===== src/core/packer_pkg.sv =====
// Purpose: shared constants and types for the pixel word packer
// Assumes: AXI4-Lite register port with 32-bit data
// Notes: byte addresses are word aligned
package packer_pkg;
   localparam int ADDR_W = 8;
   localparam logic [7:0] ADDR_CTRL = 8'h00;
   localparam logic [7:0] ADDR_BASE = 8'h04;
   localparam logic [7:0] ADDR_STATUS = 8'h08;
   localparam int CTRL_FMT_LSB = 0;
   localparam int CTRL_SWAP_LSB = 3;
   localparam int CTRL_ALPHA_BIT = 5;
   localparam int CTRL_DITHER_BIT = 6;
   localparam int CTRL_ENABLE_BIT = 7;
   localparam logic [31:0] CTRL_RESET = 32'h0000_0000;
   localparam logic [31:0] BASE_RESET = 32'h0000_0000;
   localparam logic [1:0] RESP_OKAY = 2'h0;
   localparam logic [1:0] RESP_SLVERR = 2'h2;
   localparam logic [2:0] CNT_NONE = 3'h0;
   localparam logic [2:0] CNT_8BPP = 3'h1;
   localparam logic [2:0] CNT_16BPP = 3'h2;
   localparam logic [2:0] CNT_24BPP = 3'h3;
   localparam logic [2:0] CNT_32BPP = 3'h4;
   localparam logic [2:0] DROP_5BIT = 3'h3;
   localparam logic [2:0] DROP_6BIT = 3'h2;
   localparam int R5_LSB = 3;
   localparam int G6_LSB = 2;
   localparam logic [7:0] Y_BLACK = 8'h10;
   localparam logic [7:0] Y_WHITE = 8'hEB;
   localparam logic [7:0] C_ZERO = 8'h80;
   localparam logic [7:0] C_SPAN = 8'h70;
   typedef enum logic [2:0] {
      FMT_ARGB32 = 3'h0, FMT_RGB24 = 3'h1, FMT_RGB565 = 3'h2,
      FMT_RGB1555 = 3'h3, FMT_RGB5515 = 3'h4, FMT_YUV422 = 3'h5,
      FMT_YUV411 = 3'h6
   } fmt_t;
   typedef enum logic [1:0] {
      SWAP_NONE = 2'h0, SWAP_2B = 2'h1, SWAP_4B = 2'h2
   } swap_t;
   typedef enum logic [1:0] {
      WR_IDLE = 2'b00, WR_HAVE_ADDR = 2'b01, WR_RESP = 2'b11,
      WR_HAVE_DATA = 2'b10
   } wr_state_t;
endpackage : packer_pkg


===== src/core/scaler_pixel_dword_packer.sv =====
// Purpose: packs scaled pixels into 32-bit words for the first video FIFO
// Assumes: one pixel per handshake, pix_last marks the last of a line
// Notes: registers over AXI4-Lite; one word per handshake at most, two when a line end splits
//
// Local design decisions: the placing of the registers and the AXI4-Lite slave port.
`timescale 1ns/1ps
module scaler_pixel_dword_packer (
   input wire logic clock,
   input wire logic rst,
   input wire logic [packer_pkg::ADDR_W-1:0] s_axi_awaddr,
   input wire logic s_axi_awvalid,
   output logic s_axi_awready,
   input wire logic [31:0] s_axi_wdata,
   input wire logic [3:0] s_axi_wstrb,
   input wire logic s_axi_wvalid,
   output logic s_axi_wready,
   output logic [1:0] s_axi_bresp,
   output logic s_axi_bvalid,
   input wire logic s_axi_bready,
   input wire logic [packer_pkg::ADDR_W-1:0] s_axi_araddr,
   input wire logic s_axi_arvalid,
   output logic s_axi_arready,
   output logic [31:0] s_axi_rdata,
   output logic [1:0] s_axi_rresp,
   output logic s_axi_rvalid,
   input wire logic s_axi_rready,
   input wire logic pix_valid,
   output logic pix_ready,
   input wire logic pix_last,
   input wire logic [7:0] pix_y_r,
   input wire logic [7:0] pix_u_g,
   input wire logic [7:0] pix_v_b,
   input wire logic pix_key,
   input wire logic [7:0] pix_alpha,
   output logic [31:0] fifo1_data,
   input wire logic fifo1_ready,
   output logic fifo1_valid
);
   import packer_pkg::*;

   function automatic logic [31:0] merge(input logic [31:0] old,
         input logic [31:0] nw, input logic [3:0] strb);
      for (int i = 0; i < 4; i++) begin
         merge[i*8 +: 8] = strb[i] ? nw[i*8 +: 8] : old[i*8 +: 8];
      end
   endfunction : merge

   function automatic logic [31:0] swap_word(input logic [31:0] w,
         input swap_t s);
      unique case (s)
         SWAP_2B: swap_word = {w[23:16], w[31:24], w[7:0], w[15:8]};
         SWAP_4B: swap_word = {w[7:0], w[15:8], w[23:16], w[31:24]};
         default: swap_word = w;
      endcase
   endfunction : swap_word

   // returns {new error, dithered value}; sub-block truncates low bits
   function automatic logic [10:0] quant(input logic [7:0] c,
         input logic [2:0] e, input logic [2:0] drop, input logic en);
      logic [8:0] s;
      logic [7:0] v, m;
      s = en ? ({1'b0, c} + {6'h00, e}) : {1'b0, c};
      v = s[8] ? 8'hFF : s[7:0];
      m = 8'((9'h001 << drop) - 9'h001);
      quant = {3'(v & m), v};
   endfunction : quant

   // register file and bus state
   wr_state_t wr_st_ff, nxt_wr_st;
   logic [31:0] ctrl_ff, base_ff, wdata_ff;
   logic [3:0] wstrb_ff;
   logic [ADDR_W-1:0] awaddr_ff;
   logic awready_ff, wready_ff, bvalid_ff, arready_ff, rvalid_ff;
   logic [1:0] bresp_ff, rresp_ff;
   logic [31:0] rdata_ff;
   logic [15:0] words_ff, lines_ff;
   logic aw_hs, w_hs, wr_go;
   logic [ADDR_W-1:0] wr_addr;
   logic [31:0] wr_data;
   logic [3:0] wr_strb;

   // packing state
   logic [31:0] acc_ff, flush_word_ff, out_ff;
   logic [1:0] pos_ff;
   logic line_start_ff, flush_ff, out_valid_ff, pix_ready_ff;
   logic [2:0] idx_ff, r_err_ff, g_err_ff, b_err_ff;
   logic [7:0] v_hold_ff;

   fmt_t fmt;
   swap_t swap;
   logic alpha_sel, dither_en, accept, slot_free, full, emit, flush_set;
   logic nxt_out_valid, nxt_flush;
   logic [1:0] start_pos, pos_now;
   logic [2:0] total, e_r, e_g, e_b, drop_g;
   logic [31:0] acc_now, pb_bytes;
   logic [63:0] win;
   logic [2:0] pb_cnt;
   logic [7:0] pb_v;
   logic [10:0] q_r, q_g, q_b;
   logic [7:0] in0, in1, in2;

   assign fmt = fmt_t'(ctrl_ff[CTRL_FMT_LSB +: 3]);
   assign swap = swap_t'(ctrl_ff[CTRL_SWAP_LSB +: 2]);
   assign alpha_sel = ctrl_ff[CTRL_ALPHA_BIT];
   // error diffusion only makes sense where bits are dropped
   assign dither_en = ctrl_ff[CTRL_DITHER_BIT] &&
      (fmt inside {FMT_RGB565, FMT_RGB1555, FMT_RGB5515});

   assign aw_hs = s_axi_awvalid && awready_ff;
   assign w_hs = s_axi_wvalid && wready_ff;
   assign wr_addr = (wr_st_ff == WR_HAVE_ADDR) ? awaddr_ff : s_axi_awaddr;
   assign wr_data = (wr_st_ff == WR_HAVE_DATA) ? wdata_ff : s_axi_wdata;
   assign wr_strb = (wr_st_ff == WR_HAVE_DATA) ? wstrb_ff : s_axi_wstrb;

   always_comb begin
      nxt_wr_st = wr_st_ff;
      wr_go = 1'b0;
      unique case (wr_st_ff)
         WR_IDLE: begin
            if (aw_hs && w_hs) begin
               nxt_wr_st = WR_RESP;
               wr_go = 1'b1;
            end else if (aw_hs) begin
               nxt_wr_st = WR_HAVE_ADDR;
            end else if (w_hs) begin
               nxt_wr_st = WR_HAVE_DATA;
            end
         end
         WR_HAVE_ADDR: begin
            if (w_hs) begin
               nxt_wr_st = WR_RESP;
               wr_go = 1'b1;
            end
         end
         WR_HAVE_DATA: begin
            if (aw_hs) begin
               nxt_wr_st = WR_RESP;
               wr_go = 1'b1;
            end
         end
         WR_RESP: begin
            if (s_axi_bready) begin
               nxt_wr_st = WR_IDLE;
            end
         end
      endcase
   end

   always_ff @(posedge clock or posedge rst) begin
      if (rst) begin
         wr_st_ff <= WR_IDLE;
         awready_ff <= 1'b1;
         wready_ff <= 1'b1;
         bvalid_ff <= 1'b0;
         bresp_ff <= RESP_OKAY;
         awaddr_ff <= '0;
         wdata_ff <= '0;
         wstrb_ff <= '0;
      end else begin
         wr_st_ff <= nxt_wr_st;
         awready_ff <= nxt_wr_st inside {WR_IDLE, WR_HAVE_DATA};
         wready_ff <= nxt_wr_st inside {WR_IDLE, WR_HAVE_ADDR};
         bvalid_ff <= nxt_wr_st == WR_RESP;
         if (aw_hs) awaddr_ff <= s_axi_awaddr;
         if (w_hs) begin
            wdata_ff <= s_axi_wdata;
            wstrb_ff <= s_axi_wstrb;
         end
         if (wr_go) begin
            bresp_ff <= (wr_addr == ADDR_CTRL || wr_addr == ADDR_BASE ||
               wr_addr == ADDR_STATUS) ? RESP_OKAY : RESP_SLVERR;
         end
      end
   end

   // format and swap are held steady across a field by software
   always_ff @(posedge clock or posedge rst) begin
      if (rst) begin
         ctrl_ff <= CTRL_RESET;
         base_ff <= BASE_RESET;
      end else if (wr_go && wr_addr == ADDR_CTRL) begin
         ctrl_ff <= merge(ctrl_ff, wr_data, wr_strb);
      end else if (wr_go && wr_addr == ADDR_BASE) begin
         base_ff <= merge(base_ff, wr_data, wr_strb);
      end
   end

   always_ff @(posedge clock or posedge rst) begin
      if (rst) begin
         arready_ff <= 1'b1;
         rvalid_ff <= 1'b0;
         rdata_ff <= '0;
         rresp_ff <= RESP_OKAY;
      end else if (s_axi_arvalid && arready_ff) begin
         arready_ff <= 1'b0;
         rvalid_ff <= 1'b1;
         rresp_ff <= RESP_OKAY;
         unique case (s_axi_araddr)
            ADDR_CTRL: rdata_ff <= ctrl_ff;
            ADDR_BASE: rdata_ff <= base_ff;
            ADDR_STATUS: rdata_ff <= {lines_ff, words_ff};
            default: begin
               rdata_ff <= '0;
               rresp_ff <= RESP_SLVERR;
            end
         endcase
      end else if (rvalid_ff && s_axi_rready) begin
         rvalid_ff <= 1'b0;
         arready_ff <= 1'b1;
      end
   end

   always_comb begin
      unique case (fmt)
         FMT_RGB565, FMT_RGB1555, FMT_RGB5515:
            start_pos = {base_ff[1], 1'b0};
         FMT_RGB24, FMT_YUV422, FMT_YUV411:
            start_pos = base_ff[1:0];
         default: start_pos = 2'b00;
      endcase
   end

   assign e_r = line_start_ff ? 3'h0 : r_err_ff;
   assign e_g = line_start_ff ? 3'h0 : g_err_ff;
   assign e_b = line_start_ff ? 3'h0 : b_err_ff;
   assign drop_g = (fmt == FMT_RGB565) ? DROP_6BIT : DROP_5BIT;
   assign q_r = quant(pix_y_r, e_r, DROP_5BIT, dither_en);
   assign q_g = quant(pix_u_g, e_g, drop_g, dither_en);
   assign q_b = quant(pix_v_b, e_b, DROP_5BIT, dither_en);
   assign in0 = q_r[7:0];
   assign in1 = q_g[7:0];
   assign in2 = q_b[7:0];

   pixel_bytes u_pixel_bytes (
      .fmt(fmt),
      .alpha_sel(alpha_sel),
      .idx(idx_ff),
      .c0(in0),
      .c1(in1),
      .c2(in2),
      .key(pix_key),
      .alpha(pix_alpha),
      .v_hold(v_hold_ff),
      .bytes(pb_bytes),
      .cnt(pb_cnt),
      .v_now(pb_v)
   );

   // byte lanes fill from the low end; a word leaves when four are full
   assign accept = pix_valid && pix_ready_ff;
   assign slot_free = !out_valid_ff || fifo1_ready;
   assign pos_now = line_start_ff ? start_pos : pos_ff;
   assign acc_now = line_start_ff ? 32'h0 : acc_ff;
   assign win = {32'h0, acc_now} |
      ({32'h0, pb_bytes} << {pos_now, 3'b000});
   assign total = {1'b0, pos_now} + pb_cnt;
   assign full = total[2];
   assign emit = accept && (full || (pix_last && total[1:0] != 2'b00));
   assign flush_set = accept && pix_last && full &&
      total[1:0] != 2'b00;
   assign nxt_flush = (flush_ff && !slot_free) || flush_set;
   assign nxt_out_valid = emit || (flush_ff && slot_free) ||
      (out_valid_ff && !fifo1_ready);

   always_ff @(posedge clock or posedge rst) begin
      if (rst) begin
         acc_ff <= '0;
         pos_ff <= '0;
         line_start_ff <= 1'b1;
         idx_ff <= '0;
         v_hold_ff <= C_ZERO;
         r_err_ff <= '0;
         g_err_ff <= '0;
         b_err_ff <= '0;
      end else if (accept) begin
         acc_ff <= full ? win[63:32] : win[31:0];
         pos_ff <= total[1:0];
         line_start_ff <= pix_last;
         idx_ff <= pix_last ? 3'h0 : idx_ff + 3'h1;
         if (!idx_ff[0]) v_hold_ff <= pb_v;
         r_err_ff <= q_r[10:8];
         g_err_ff <= q_g[10:8];
         b_err_ff <= q_b[10:8];
      end
   end

   // one output slot; the pixel side waits on it, trading rate for area
   always_ff @(posedge clock or posedge rst) begin
      if (rst) begin
         out_ff <= '0;
         out_valid_ff <= 1'b0;
         flush_ff <= 1'b0;
         flush_word_ff <= '0;
         pix_ready_ff <= 1'b0;
      end else begin
         out_valid_ff <= nxt_out_valid;
         flush_ff <= nxt_flush;
         if (flush_set) flush_word_ff <= win[63:32];
         if (emit) begin
            out_ff <= swap_word(win[31:0], swap);
         end else if (flush_ff && slot_free) begin
            out_ff <= swap_word(flush_word_ff, swap);
         end
         pix_ready_ff <= ctrl_ff[CTRL_ENABLE_BIT] && !nxt_out_valid &&
            !nxt_flush;
      end
   end

   always_ff @(posedge clock or posedge rst) begin
      if (rst) begin
         words_ff <= '0;
         lines_ff <= '0;
      end else begin
         if (out_valid_ff && fifo1_ready) words_ff <= words_ff + 16'h1;
         if (accept && pix_last) lines_ff <= lines_ff + 16'h1;
      end
   end

   assign s_axi_awready = awready_ff;
   assign s_axi_wready = wready_ff;
   assign s_axi_bvalid = bvalid_ff;
   assign s_axi_bresp = bresp_ff;
   assign s_axi_arready = arready_ff;
   assign s_axi_rvalid = rvalid_ff;
   assign s_axi_rdata = rdata_ff;
   assign s_axi_rresp = rresp_ff;
   assign pix_ready = pix_ready_ff;
   assign fifo1_data = out_ff;
   assign fifo1_valid = out_valid_ff;
endmodule : scaler_pixel_dword_packer


===== src/core/pixel_bytes.sv =====
// Purpose: turns one scaled pixel into its bytes for the chosen format
// Assumes: components arrive already quantised or dithered as needed
// Notes: bytes are listed from the high lane downward
`timescale 1ns/1ps
module pixel_bytes (
   input wire packer_pkg::fmt_t fmt,
   input wire logic alpha_sel,
   input wire logic [2:0] idx,
   input wire logic [7:0] c0,
   input wire logic [7:0] c1,
   input wire logic [7:0] c2,
   input wire logic key,
   input wire logic [7:0] alpha,
   input wire logic [7:0] v_hold,
   output logic [31:0] bytes,
   output logic [2:0] cnt,
   output logic [7:0] v_now
);
   import packer_pkg::*;

   function automatic logic [7:0] clampf(input logic [7:0] x,
         input logic [7:0] lo, input logic [7:0] hi);
      clampf = (x < lo) ? lo : ((x > hi) ? hi : x);
   endfunction : clampf

   logic [7:0] y, u, key8, chroma;

   always_comb begin
      y = clampf(c0, Y_BLACK, Y_WHITE);
      u = clampf(c1, C_ZERO - C_SPAN, C_ZERO + C_SPAN);
      v_now = clampf(c2, C_ZERO - C_SPAN, C_ZERO + C_SPAN);
      key8 = alpha_sel ? alpha : {8{key}};
      // chroma pair belongs to the first pixel of its group
      chroma = idx[0] ? v_hold : u;
      bytes = '0;
      cnt = CNT_NONE;
      unique case (fmt)
         FMT_ARGB32: begin
            // full range, components pass untouched
            bytes = {key8, c0, c1, c2};
            cnt = CNT_32BPP;
         end
         FMT_RGB24: begin
            bytes = {8'h00, c0, c1, c2};
            cnt = CNT_24BPP;
         end
         FMT_RGB565: begin
            bytes = {16'h0000, c0[7:R5_LSB], c1[7:G6_LSB],
               c2[7:R5_LSB]};
            cnt = CNT_16BPP;
         end
         FMT_RGB1555: begin
            bytes = {16'h0000, key, c0[7:R5_LSB], c1[7:R5_LSB],
               c2[7:R5_LSB]};
            cnt = CNT_16BPP;
         end
         FMT_RGB5515: begin
            bytes = {16'h0000, c0[7:R5_LSB], c1[7:R5_LSB], key,
               c2[7:R5_LSB]};
            cnt = CNT_16BPP;
         end
         FMT_YUV422: begin
            bytes = {16'h0000, y, chroma};
            cnt = CNT_16BPP;
         end
         FMT_YUV411: begin
            // chroma rides on pixels 0,1 of each group of four
            if (idx[1]) begin
               bytes = {24'h000000, y};
               cnt = CNT_8BPP;
            end else begin
               bytes = {16'h0000, y, chroma};
               cnt = CNT_16BPP;
            end
         end
         default: begin
            bytes = '0;
            cnt = CNT_NONE;
         end
      endcase
   end
endmodule : pixel_bytes


===== config.mk =====
export PLATFORM = sky130hd
export DESIGN_NAME = scaler_pixel_dword_packer
export DESIGN_NICKNAME = d
export VERILOG_FILES = /design/src/core/packer_pkg.sv /design/src/core/scaler_pixel_dword_packer.sv /design/src/core/pixel_bytes.sv
export SDC_FILE = /design/constraint.sdc
export NUM_CORES = 1
export LEC_CHECK = 0
export ABC_AREA = 1
export BUFFER_PORTS_ARGS = -buffer_cell sky130_fd_sc_hd__buf_2
export CAP_MARGIN = 20
export CORE_MARGIN = 2
export CORE_UTILIZATION = 50
export CTS_CLUSTER_DIAMETER = 120
export DETAILED_ROUTE_END_ITERATION = 10
export GPL_TIMING_DRIVEN = 0
export PLACE_DENSITY = 0.69
export SLEW_MARGIN = 10
export SYNTH_ARGS = -nofsm -noshare
export SYNTH_HDL_FRONTEND = slang
export SYNTH_SLANG_ARGS = --single-unit

===== constraint.sdc =====
create_clock -name clock -period 26.9 [get_ports clock]
set_clock_uncertainty 0.2 [all_clocks]
set_input_delay 2.69 -clock clock [delete_from_list [all_inputs] [get_ports clock]]
set_output_delay 2.69 -clock clock [all_outputs]
set_load 0.03 [all_outputs]

# Word level (Yosys, flattened, before mapping)
# Cells that the tools add are included.
# Widths: inputs -> output; s select.
# op_classes
addsub	8
magnitude_cmp	6
eq_ne	18
shift	2
mux	52
bitwise_logic	4
reduce_logical	56
# ops
cell	n
$pmux 32 s7	1
$mux 32	5
$pmux 32 s2	2
$mux 8	12
$pmux 32 s3	1
$or 32x64->64	1
$shl 32x5->64	1
$add 16x1->16 const B	2
$add 8x3->9	3
$mux 9	3
$gt 8x8->1 const B	3
$lt 8x5->1 const B	3
$logic_and 1x1->1	20
$mux 2	10
$eq 8x3->1 const B	2
$eq 8x4->1 const B	2
$logic_not 8->1	2
$mux 16	1
$mux 3	4
$pmux 3 s4	1
$reduce_and 3->1	4
$eq 2x2->1 const B	5
$reduce_and 2->1	5
$reduce_bool 2->1	5
other kinds (22)	48
# totals
regBits	305
inputBits	95
out_inout_bits	75

# Logic depth before layout (Yosys ltp)
# Gate-level depths: netlist (run 1).
# logic_depth
ltp_word	15
ltp_mapped	27

# Cells and area by module
# A second synthesis (run 1) with hierarchy kept.
# hier_totals
cells_unflattened	2311
area_unflattened_um2	17032.6
# modules_own_cells
mod	instances	cells_each	area_per_inst_um2
scaler_pixel_dword_packer	1	2091	16020.4
pixel_bytes	1	220	1012.2

# Worst setup path before layout (run 1)
# OpenSTA, ideal clock, no wires.
# synth_timing
kind	input to register
startpoint	input pix_u_g[0]
endpoint	register out_ff[16], in the netlist fifo1_data[16]
setup_time_ps	120
t_arrival_ps	4932
setup_slack_ps	21648
stages	20
n_path_buf	0
path_cell_list	ha_1 -> fa_1 -> nand2_1 -> nand2_1 -> nand2_1 -> nor2_1 -> nand2_1 -> nand3_1 -> nor2_1 -> nand2_1 -> nand3_1 -> nand2_1 -> nand2_1 -> nand4_1 -> nand3_1 -> nand2_1 -> nand2_1 -> nand2_1 -> o21ai_1 -> nand2_1
# synth_via
elab_chain_len	13
word_cells_on_any_way	14
cone_classes	1 x add/sub; 2 x order compare; 1 x shift; 9 x mux; 1 x bitwise
# synth_rtl
element	line_no	source
start, declared	scaler_pixel_dword_packer.sv:31	input wire logic [7:0] pix_u_g,
$add 8x3->9	scaler_pixel_dword_packer.sv:62	s = en ? ({1'b0, c} + {6'h00, e}) : {1'b0, c};
$mux 9 (*)	scaler_pixel_dword_packer.sv:62	
$mux 8 (*)	scaler_pixel_dword_packer.sv:63	v = s[8] ? 8'hFF : s[7:0];
$gt 8x8->1	pixel_bytes.sv:23	clampf = (x < lo) ? lo : ((x > hi) ? hi : x);
$mux 8 (2 in a row)	pixel_bytes.sv:23	
$mux 8	pixel_bytes.sv:34	chroma = idx[0] ? v_hold : u;
$mux 16	pixel_bytes.sv:68	if (idx[1]) begin
$pmux 32 s7 (*)	pixel_bytes.sv:37	unique case (fmt)
$shl 32x5->64 (*)	scaler_pixel_dword_packer.sv:255	({32'h0, pb_bytes} << {pos_now, 3'b000});
$or 32x64->64 (*)	scaler_pixel_dword_packer.sv:254	assign win = {32'h0, acc_now} |
$pmux 32 s2 (*)	scaler_pixel_dword_packer.sv:50	unique case (s)
$mux 32 (*)	scaler_pixel_dword_packer.sv:299	if (emit) begin
end signal, assigned	scaler_pixel_dword_packer.sv:300	out_ff <= swap_word(win[31:0], swap);
end signal, assigned	scaler_pixel_dword_packer.sv:302	out_ff <= swap_word(flush_word_ff, swap);
end, declared	scaler_pixel_dword_packer.sv:83	logic [31:0] acc_ff, flush_word_ff, out_ff;
# Every way passes the cells marked *; elsewhere a longest branch is shown, timed or not.
# A chain may end at the register's enable or synchronous reset.

# Worst setup path in the final report (run 1)
# layout_timing
startpoint	input pix_u_g[0]
endpoint	register out_ff[21], in the netlist fifo1_data[21]
# Same word-level chain as after synthesis.

==> impl_metrics.toml, run 1 <==
[place]
dp_slack_ns = 20.75
place_hpwl_um = 39300
port_buffers = 167
gp_congestion = 0.961

[timing]
timing.fmax_mhz = 173
slew_headroom_pct = 43.8
rsz0062_at_grt = "no"
fin_crit_sh_pct = 21.5
setup_violations = 0
period_minus_slack_ns = 5.77
final_hold_viol_count = 0
tns_ns = 0
slew_violations = 0
setup_ws_ns = 21.13
worst_slew_pin_slew_ns = 0.834

[worst_setup_path]
endpoint_kind = "register"
slowest_stage = "fa_1"
crit_fanout = 8
cpMostUsedCell = "nand2_1"
crit_type = "input port to register"
crit_arrival_ns = 5.97
max_stage_delay_ns = 0.44
crit_path_cell_trace = "buf_2, ha_1, fa_1, nand2_1, nand2_1, nand2_1, nor2_1, nand2_1, nand3_1, nand2_1, o21ai_0, nor3b_1, nand4_1, nand3_1, o21ai_0, a21oi_1, nand3_1, nand2_1, nand2_1"
timing.critical_path.buf_inv = 1
cp_top_family = "simple AND/OR/NAND/NOR gates"
startpoint_type = "input port"
r2r_cells = 16
cp.required_ns = 27.10
crit_cells = 19

[clock_network]
cts_tree = "yes"
htreeDepth = 2
cts_resized = 0
ctsHoldBuffers = 0
clk_latency_ns = 0.52
postCtsSetupRepairBufs = 0
clkTransAtPathRegs_ns = 0.05
cts_sinks = 294
cts-buffers-inserted = 34
clockBufferDepth = 3
cts-root-buf = "clkbuf_16"

[grt]
antenna_found_initial = 0
grt_usage_pct = 31.2
grt_first_pass_wirelength_um = 83500
grt_max_degree = 92
grt_overflow_total = 0
first_global_vias = 15531

[synthesis]
ys_seq_elements = 294
synth.largest_area_cell = "dfrtp_1"
netlist_top_cells_area = "dfrtp_1 44%, nand2_1 17%, o21ai_0 6.9%, inv_1 5.5%, nand3_1 4.7%"
synth.avg_cell_area_um2 = 7.29
synth_cell_type_count = 50
synth_area_mm2 = 0.0164
syn_inst = 2253
synthDominantCellAreaShare_pct = 44.1
seq_area_frac_synth_pct = 44.9
ys_warn_count = 0

[power_and_ir_drop]
ir_drop_v = 0.0000764
p_leak_nw = 9.83
power_per_cell_area_mw_per_mm2 = 101

[die]
fp.dieH_um = 185
initial_utilization_pct = 50.6
die_area_mm2 = 0.0343
row_count = 66
pin_count = 170
core_mm2 = 0.0325
die_w_um = 185

[layout]
num_antenna_cells = 0
syn2layout_area_growth_pct = 16.2
fillCellCount = 3094
nets = 2575
drive_gt1_share_pct = 10.9

[drt]
routed_wl_um = 52300
drt_drc_violations_left = 0
wl_per_cell_um = 17.9
ant_nets = 0
dr.pass1.iters = 6
drt_iter0_drc = 1430
dr_total_vias = 16236
viasPerCell = 5.55

[status]
status = "finished clean"

[min_path]
holdPathStages = 2
min_path_type = "register to register"

[run]
drv_cap = 0
-- cell usage in the layout, fill, tap and decap left out, types with 18 or more instances in the layout --
master and count:
a21oi_1 118, nand4_1 18, buf_2 175, nand2_1 739, o21ai_0 227, clkbuf_1 90, a221oi_1 21, a22oi_1 37
dfrtp_1 289, nand3_1 153, clkbuf_16 34, xor2_1 26, inv_1 238, nor2_1 128
-- area by class of cell --
class                   instances  area, um^2  share of cell area (%)
multi-input cells            1604        7680                    40.3
flip-flops and latches        294        7360                    38.6
clock buffers                  49        1020                    5.33
inverters                     246         931                    4.88
repair buffers                170         918                    4.81
well taps                     442         553                    2.90
plain buffers                 110         449                    2.35
clock inverters                11         163                   0.853
-- cell families (layout without fill, tap and decap cells) --
logic type | count (synthesis) | in the layout | synth area share [%]
adders and majority gates | 20 | 20 | 1.71
buffers and inverters | 356 | 586 | 8.36
muxes | 2 | 2 | 0.137
xor gates and xnor gates | 30 | 30 | 1.60
AOI/OAI and AO/OA | 476 | 476 | 16.8
DFF | 294 | 294 | 44.9
and+or+nand+nor | 1074 | 1074 | 26.6
other | 1 | 2 | 0.0228
-- cell usage after synthesis, drive strengths merged --
cell type,number
o221ai,8
nand4,18
o31ai,2
o21a,1
o22a,1
nor4,4
o22ai,5
xnor2,4
dfstp,5
a31oi,5
ha,16
inv,243
clkinv,3
or2,6
a221oi,21
nor2,131
nand2,742
a21oi,120
clkbuf,86
fa,4
o211ai,16
a32o,1
nand3,156
dfrtp,289
xor2,26
a22o,12
o32ai,1
o21ai,238
a211oi,2
nor3,16
buf,24
a41oi,5
a22oi,37
o41ai,1
conb,1
nor3b,1
mux2,2
-- sequential cells by signal (all words and copies together) (netlist names), 3 cells and up --
signal	count
b_err_ff	3
flush_word_ff	24
v_hold_ff	8
g_err_ff	3
acc_ff	32
fifo1_data	32
ctrl_ff	32
s_axi_rdata	32
wstrb_ff	4
r_err_ff	3
base_ff	32
awaddr_ff	8
words_ff	16
lines_ff	16
wdata_ff	32
-- power by group --
| group | internal, mW | total [mW] | switching, mW |
|---|---|---|---|
| Sequential | 0.571 | 0.645 | 0.0738 |
| Combinational | 0.220 | 0.790 | 0.571 |
| Clock | 0.294 | 0.485 | 0.191 |
-- worst reg2reg max path: stages (launching register included) --
cell and delay, ns:
dfstp_2 0.55, clkbuf_1 0.45, o211ai_1 0.17, o21ai_1 0.43, inv_1 0.15, clkbuf_1 0.29
buf_2 0.28, fa_1 0.44, xnor2_1 0.33, nor2_2 0.15, inv_2 0.24, nand2_1 0.38
a21oi_2 0.57, clkbuf_1 0.52, nor2_1 0.16, o21ai_1 0.13, nand2_1 0.06
-- routing by layer --
| metal | part of all wire [%] | track usage (%) |
|---|---|---|
| met5 | 0 | 0 |
| met3 | 6.0 | 4.03 |
| met1 | 43 | 42.0 |
| met4 | 3.8 | 11.5 |
| met2 | 47 | 51.6 |
-- through the flow --
stage,instances,cell area [um^2],hold WS (ns),power [mW],utilization [%]
detailed placement,2866,17900,0.257,1.42,55.2
global route,2926,19100,0.280,2.05,58.8
finish,2926,19100,0.268,1.92,58.8
global placement,2863,17800,0.254,1.41,54.9
CTS,2926,19100,0.274,1.91,58.8
floorplan,2254,16400,0.242,1.16,-
-- final timing paths --
check,slack [ns],to,start
setup / recovery,21.13,fifo1_data[21]$_DFFE_PP0P_,pix_u_g[0]
hold / removal,0.27,fifo1_data[20]$_DFFE_PP0P_,fifo1_data[20]$_DFFE_PP0P_
setup reg to reg,21.28,fifo1_data[20]$_DFFE_PP0P_,line_start_ff$_DFFE_PP1P_
hold reg to reg,0.27,fifo1_data[20]$_DFFE_PP0P_,fifo1_data[20]$_DFFE_PP0P_
max in group asynchronous,23.29,s_axi_arready$_DFFE_PP1P_,rst
min in group asynchronous,2.00,pix_ready$_DFF_PP0_,rst
Power figures use the tool's default switching activity.
==> inputs of run 2 (changes only) <==
Settings changed: PLACE_DENSITY 0.69 to 0.72.
Clock period 26.9 ns to 5.3 ns, I/O delays scaled along.
==> impl_metrics.toml, run 2 (same netlist as run 1, synthesis figures left out) <==
[drt]
highest_layer = "met4"
wl_met1_um = 22100
met3_length_um = 4390
wl_per_cell_um = 18.3
wl_met2_um = 24500
dr.pass1.iters = 6
dr_total_vias = 16418
drt_iter0_drc = 1607
viasPerCell = 5.59
routed_wl_um = 53700
drt_drc_violations_left = 0
ant_nets = 0

[min_path]
holdPathStages = 2
min_path_type = "input port to register"
whs_endpoint = "s_axi_rvalid$_DFFE_PP0P_"
hold_start = "s_axi_rready"

[die]
fp.dieH_um = 185
die_area_mm2 = 0.0343
die_w_um = 185
initial_utilization_pct = 50.6
pin_count = 170
core_mm2 = 0.0325
row_count = 66

[clock_network]
clockBufferDepth = 3
cts-root-buf = "clkbuf_16"
cts-buffers-inserted = 34
clk_latency_ns = 0.54
clkTransAtPathRegs_ns = 0.06
htreeDepth = 2
cts_tree = "yes"
cts_sinks = 294

[place]
placedInstanceArea_mm2 = 0.0180
dp_slack_ns = -0.300
port_buffers = 167
dp.cells = 2872
gp_congestion = 0.941
place_hpwl_um = 39800

[grt]
antenna_found_initial = 0
grt_usage_pct = 31.9
grt_overflow_total = 0
grt_max_degree = 37
grt_first_pass_wirelength_um = 85000
first_global_vias = 16053

[power_and_ir_drop]
power_per_cell_area_mw_per_mm2 = 513
p_switching_mw = 4.30
p_leak_nw = 9.91
seq_power_share_pct = 33.2
combPwrFrac_pct = 41.3
fin_total_pwr_mw = 9.87
ir_drop_v = 0.000334
p_clk_share_pct = 25.5
p_int_mw = 5.57
power_switching_share_pct = 43.5

[worst_setup_path]
crit_type = "register to register"
regToRegStartpoint = "line_start_ff$_DFFE_PP1P_"
r2r_cells = 21
crit_fanout = 10
startpoint_type = "register"
reg2reg_to = "fifo1_data[29]$_DFFE_PP0P_"
cp.required_ns = 5.51
endpoint_kind = "register"
rrSetupSlack_ns = 0.26
crit_arrival_ns = 5.25

[layout]
layout_commonest_cell = "nand2_1"
final_cell_mix = "738 x nand2_1, 289 x dfrtp_1, 238 x inv_1, 227 x o21ai_0, 175 x buf_2"
syn2layout_area_growth_pct = 17.2
final_util_pct = 59.3
drive_gt1_share_pct = 11.4
final_cells = 2935
stdcell_area_mm2 = 0.0192
nets = 2584
num_antenna_cells = 0

[timing]
period_minus_slack_ns = 5.04
worst_slew_pin_slew_ns = 0.815
fin_crit_sh_pct = 95.0
slew_violations = 0
tns_ns = 0
final_hold_viol_count = 0
timing.fmax_mhz = 199
setup_violations = 0
setup_ws_ns = 0.262
slew_headroom_pct = 45.1
whs_ns = 0.0217

[status]
status = "finished clean"

[run]
drv_cap = 0
run 2: area by class of cell:
type / instances / area, um^2
Tap cell: 442 / 553
Fill cell: 3027 / 13200
Clock inverter: 10 / 176
Timing Repair Buffer: 179 / 1050
Sequential cell: 294 / 7360
Clock buffer: 50 / 1020
Inverter: 246 / 927
Multi-Input combinational cell: 1604 / 7700
Buffer: 110 / 455
run 2: worst max-delay path by stage:
stage | start | to | cells past startpoint
2_1_floorplan | rst | acc_ff[0]$_DFFE_PP0P_ | 1
3_3_place_gp | rst | wdata_ff[24]$_DFFE_PP0P_ | 2
3_5_place_dp | line_start_ff$_DFFE_PP1P_ | fifo1_data[20]$_DFFE_PP0P_ | 16
4_1_cts | line_start_ff$_DFFE_PP1P_ | fifo1_data[12]$_DFFE_PP0P_ | 16
5_1_grt | line_start_ff$_DFFE_PP1P_ | fifo1_data[13]$_DFFE_PP0P_ | 21
6_report | line_start_ff$_DFFE_PP1P_ | fifo1_data[29]$_DFFE_PP0P_ | 21
run 2: power by group through the flow:
stage                     combinational [mW]  clock (mW)  sequential [mW]
after floorplan                         2.48           0             3.42
after global placement                  3.89           0             3.28
after detailed placement                3.96           0             3.29
after CTS                               3.99        2.54             3.27
after global routing                    4.50        2.64             3.35
final                                   4.08        2.51             3.28
run 2: repair_timing:
item,4_1_cts,5_1_grt
gates resized for setup,3,7
endpoints found under the setup margin,33,35
setup buffers,0,2
endpoints found under the hold margin,21,0
hold buffers,1,0
run 2: routing by layer:
layer  GRT usage (%)  up-vias
met1            41.1     7709
met5               0        -
met2            51.9      779
met4            15.3        0
li1                -     7782
met3            6.08      148
run 2: worst max-delay path: stages, from the launching register on:
cell	delay, ns
dfstp_2	0.54
clkbuf_2	0.29
buf_1	0.65
nor2_1	0.12
ha_1	0.25
fa_1	0.42
nand2_1	0.11
nand2_1	0.11
nand2_1	0.07
nor2_1	0.05
nand2_1	0.22
nand3_1	0.19
nand2_1	0.09
o21ai_0	0.11
nor3b_1	0.40
nand3_1	0.19
nand3_1	0.11
o221ai_1	0.32
a21oi_1	0.24
nand2_1	0.08
nand2_1	0.10
nand2_1	0.05
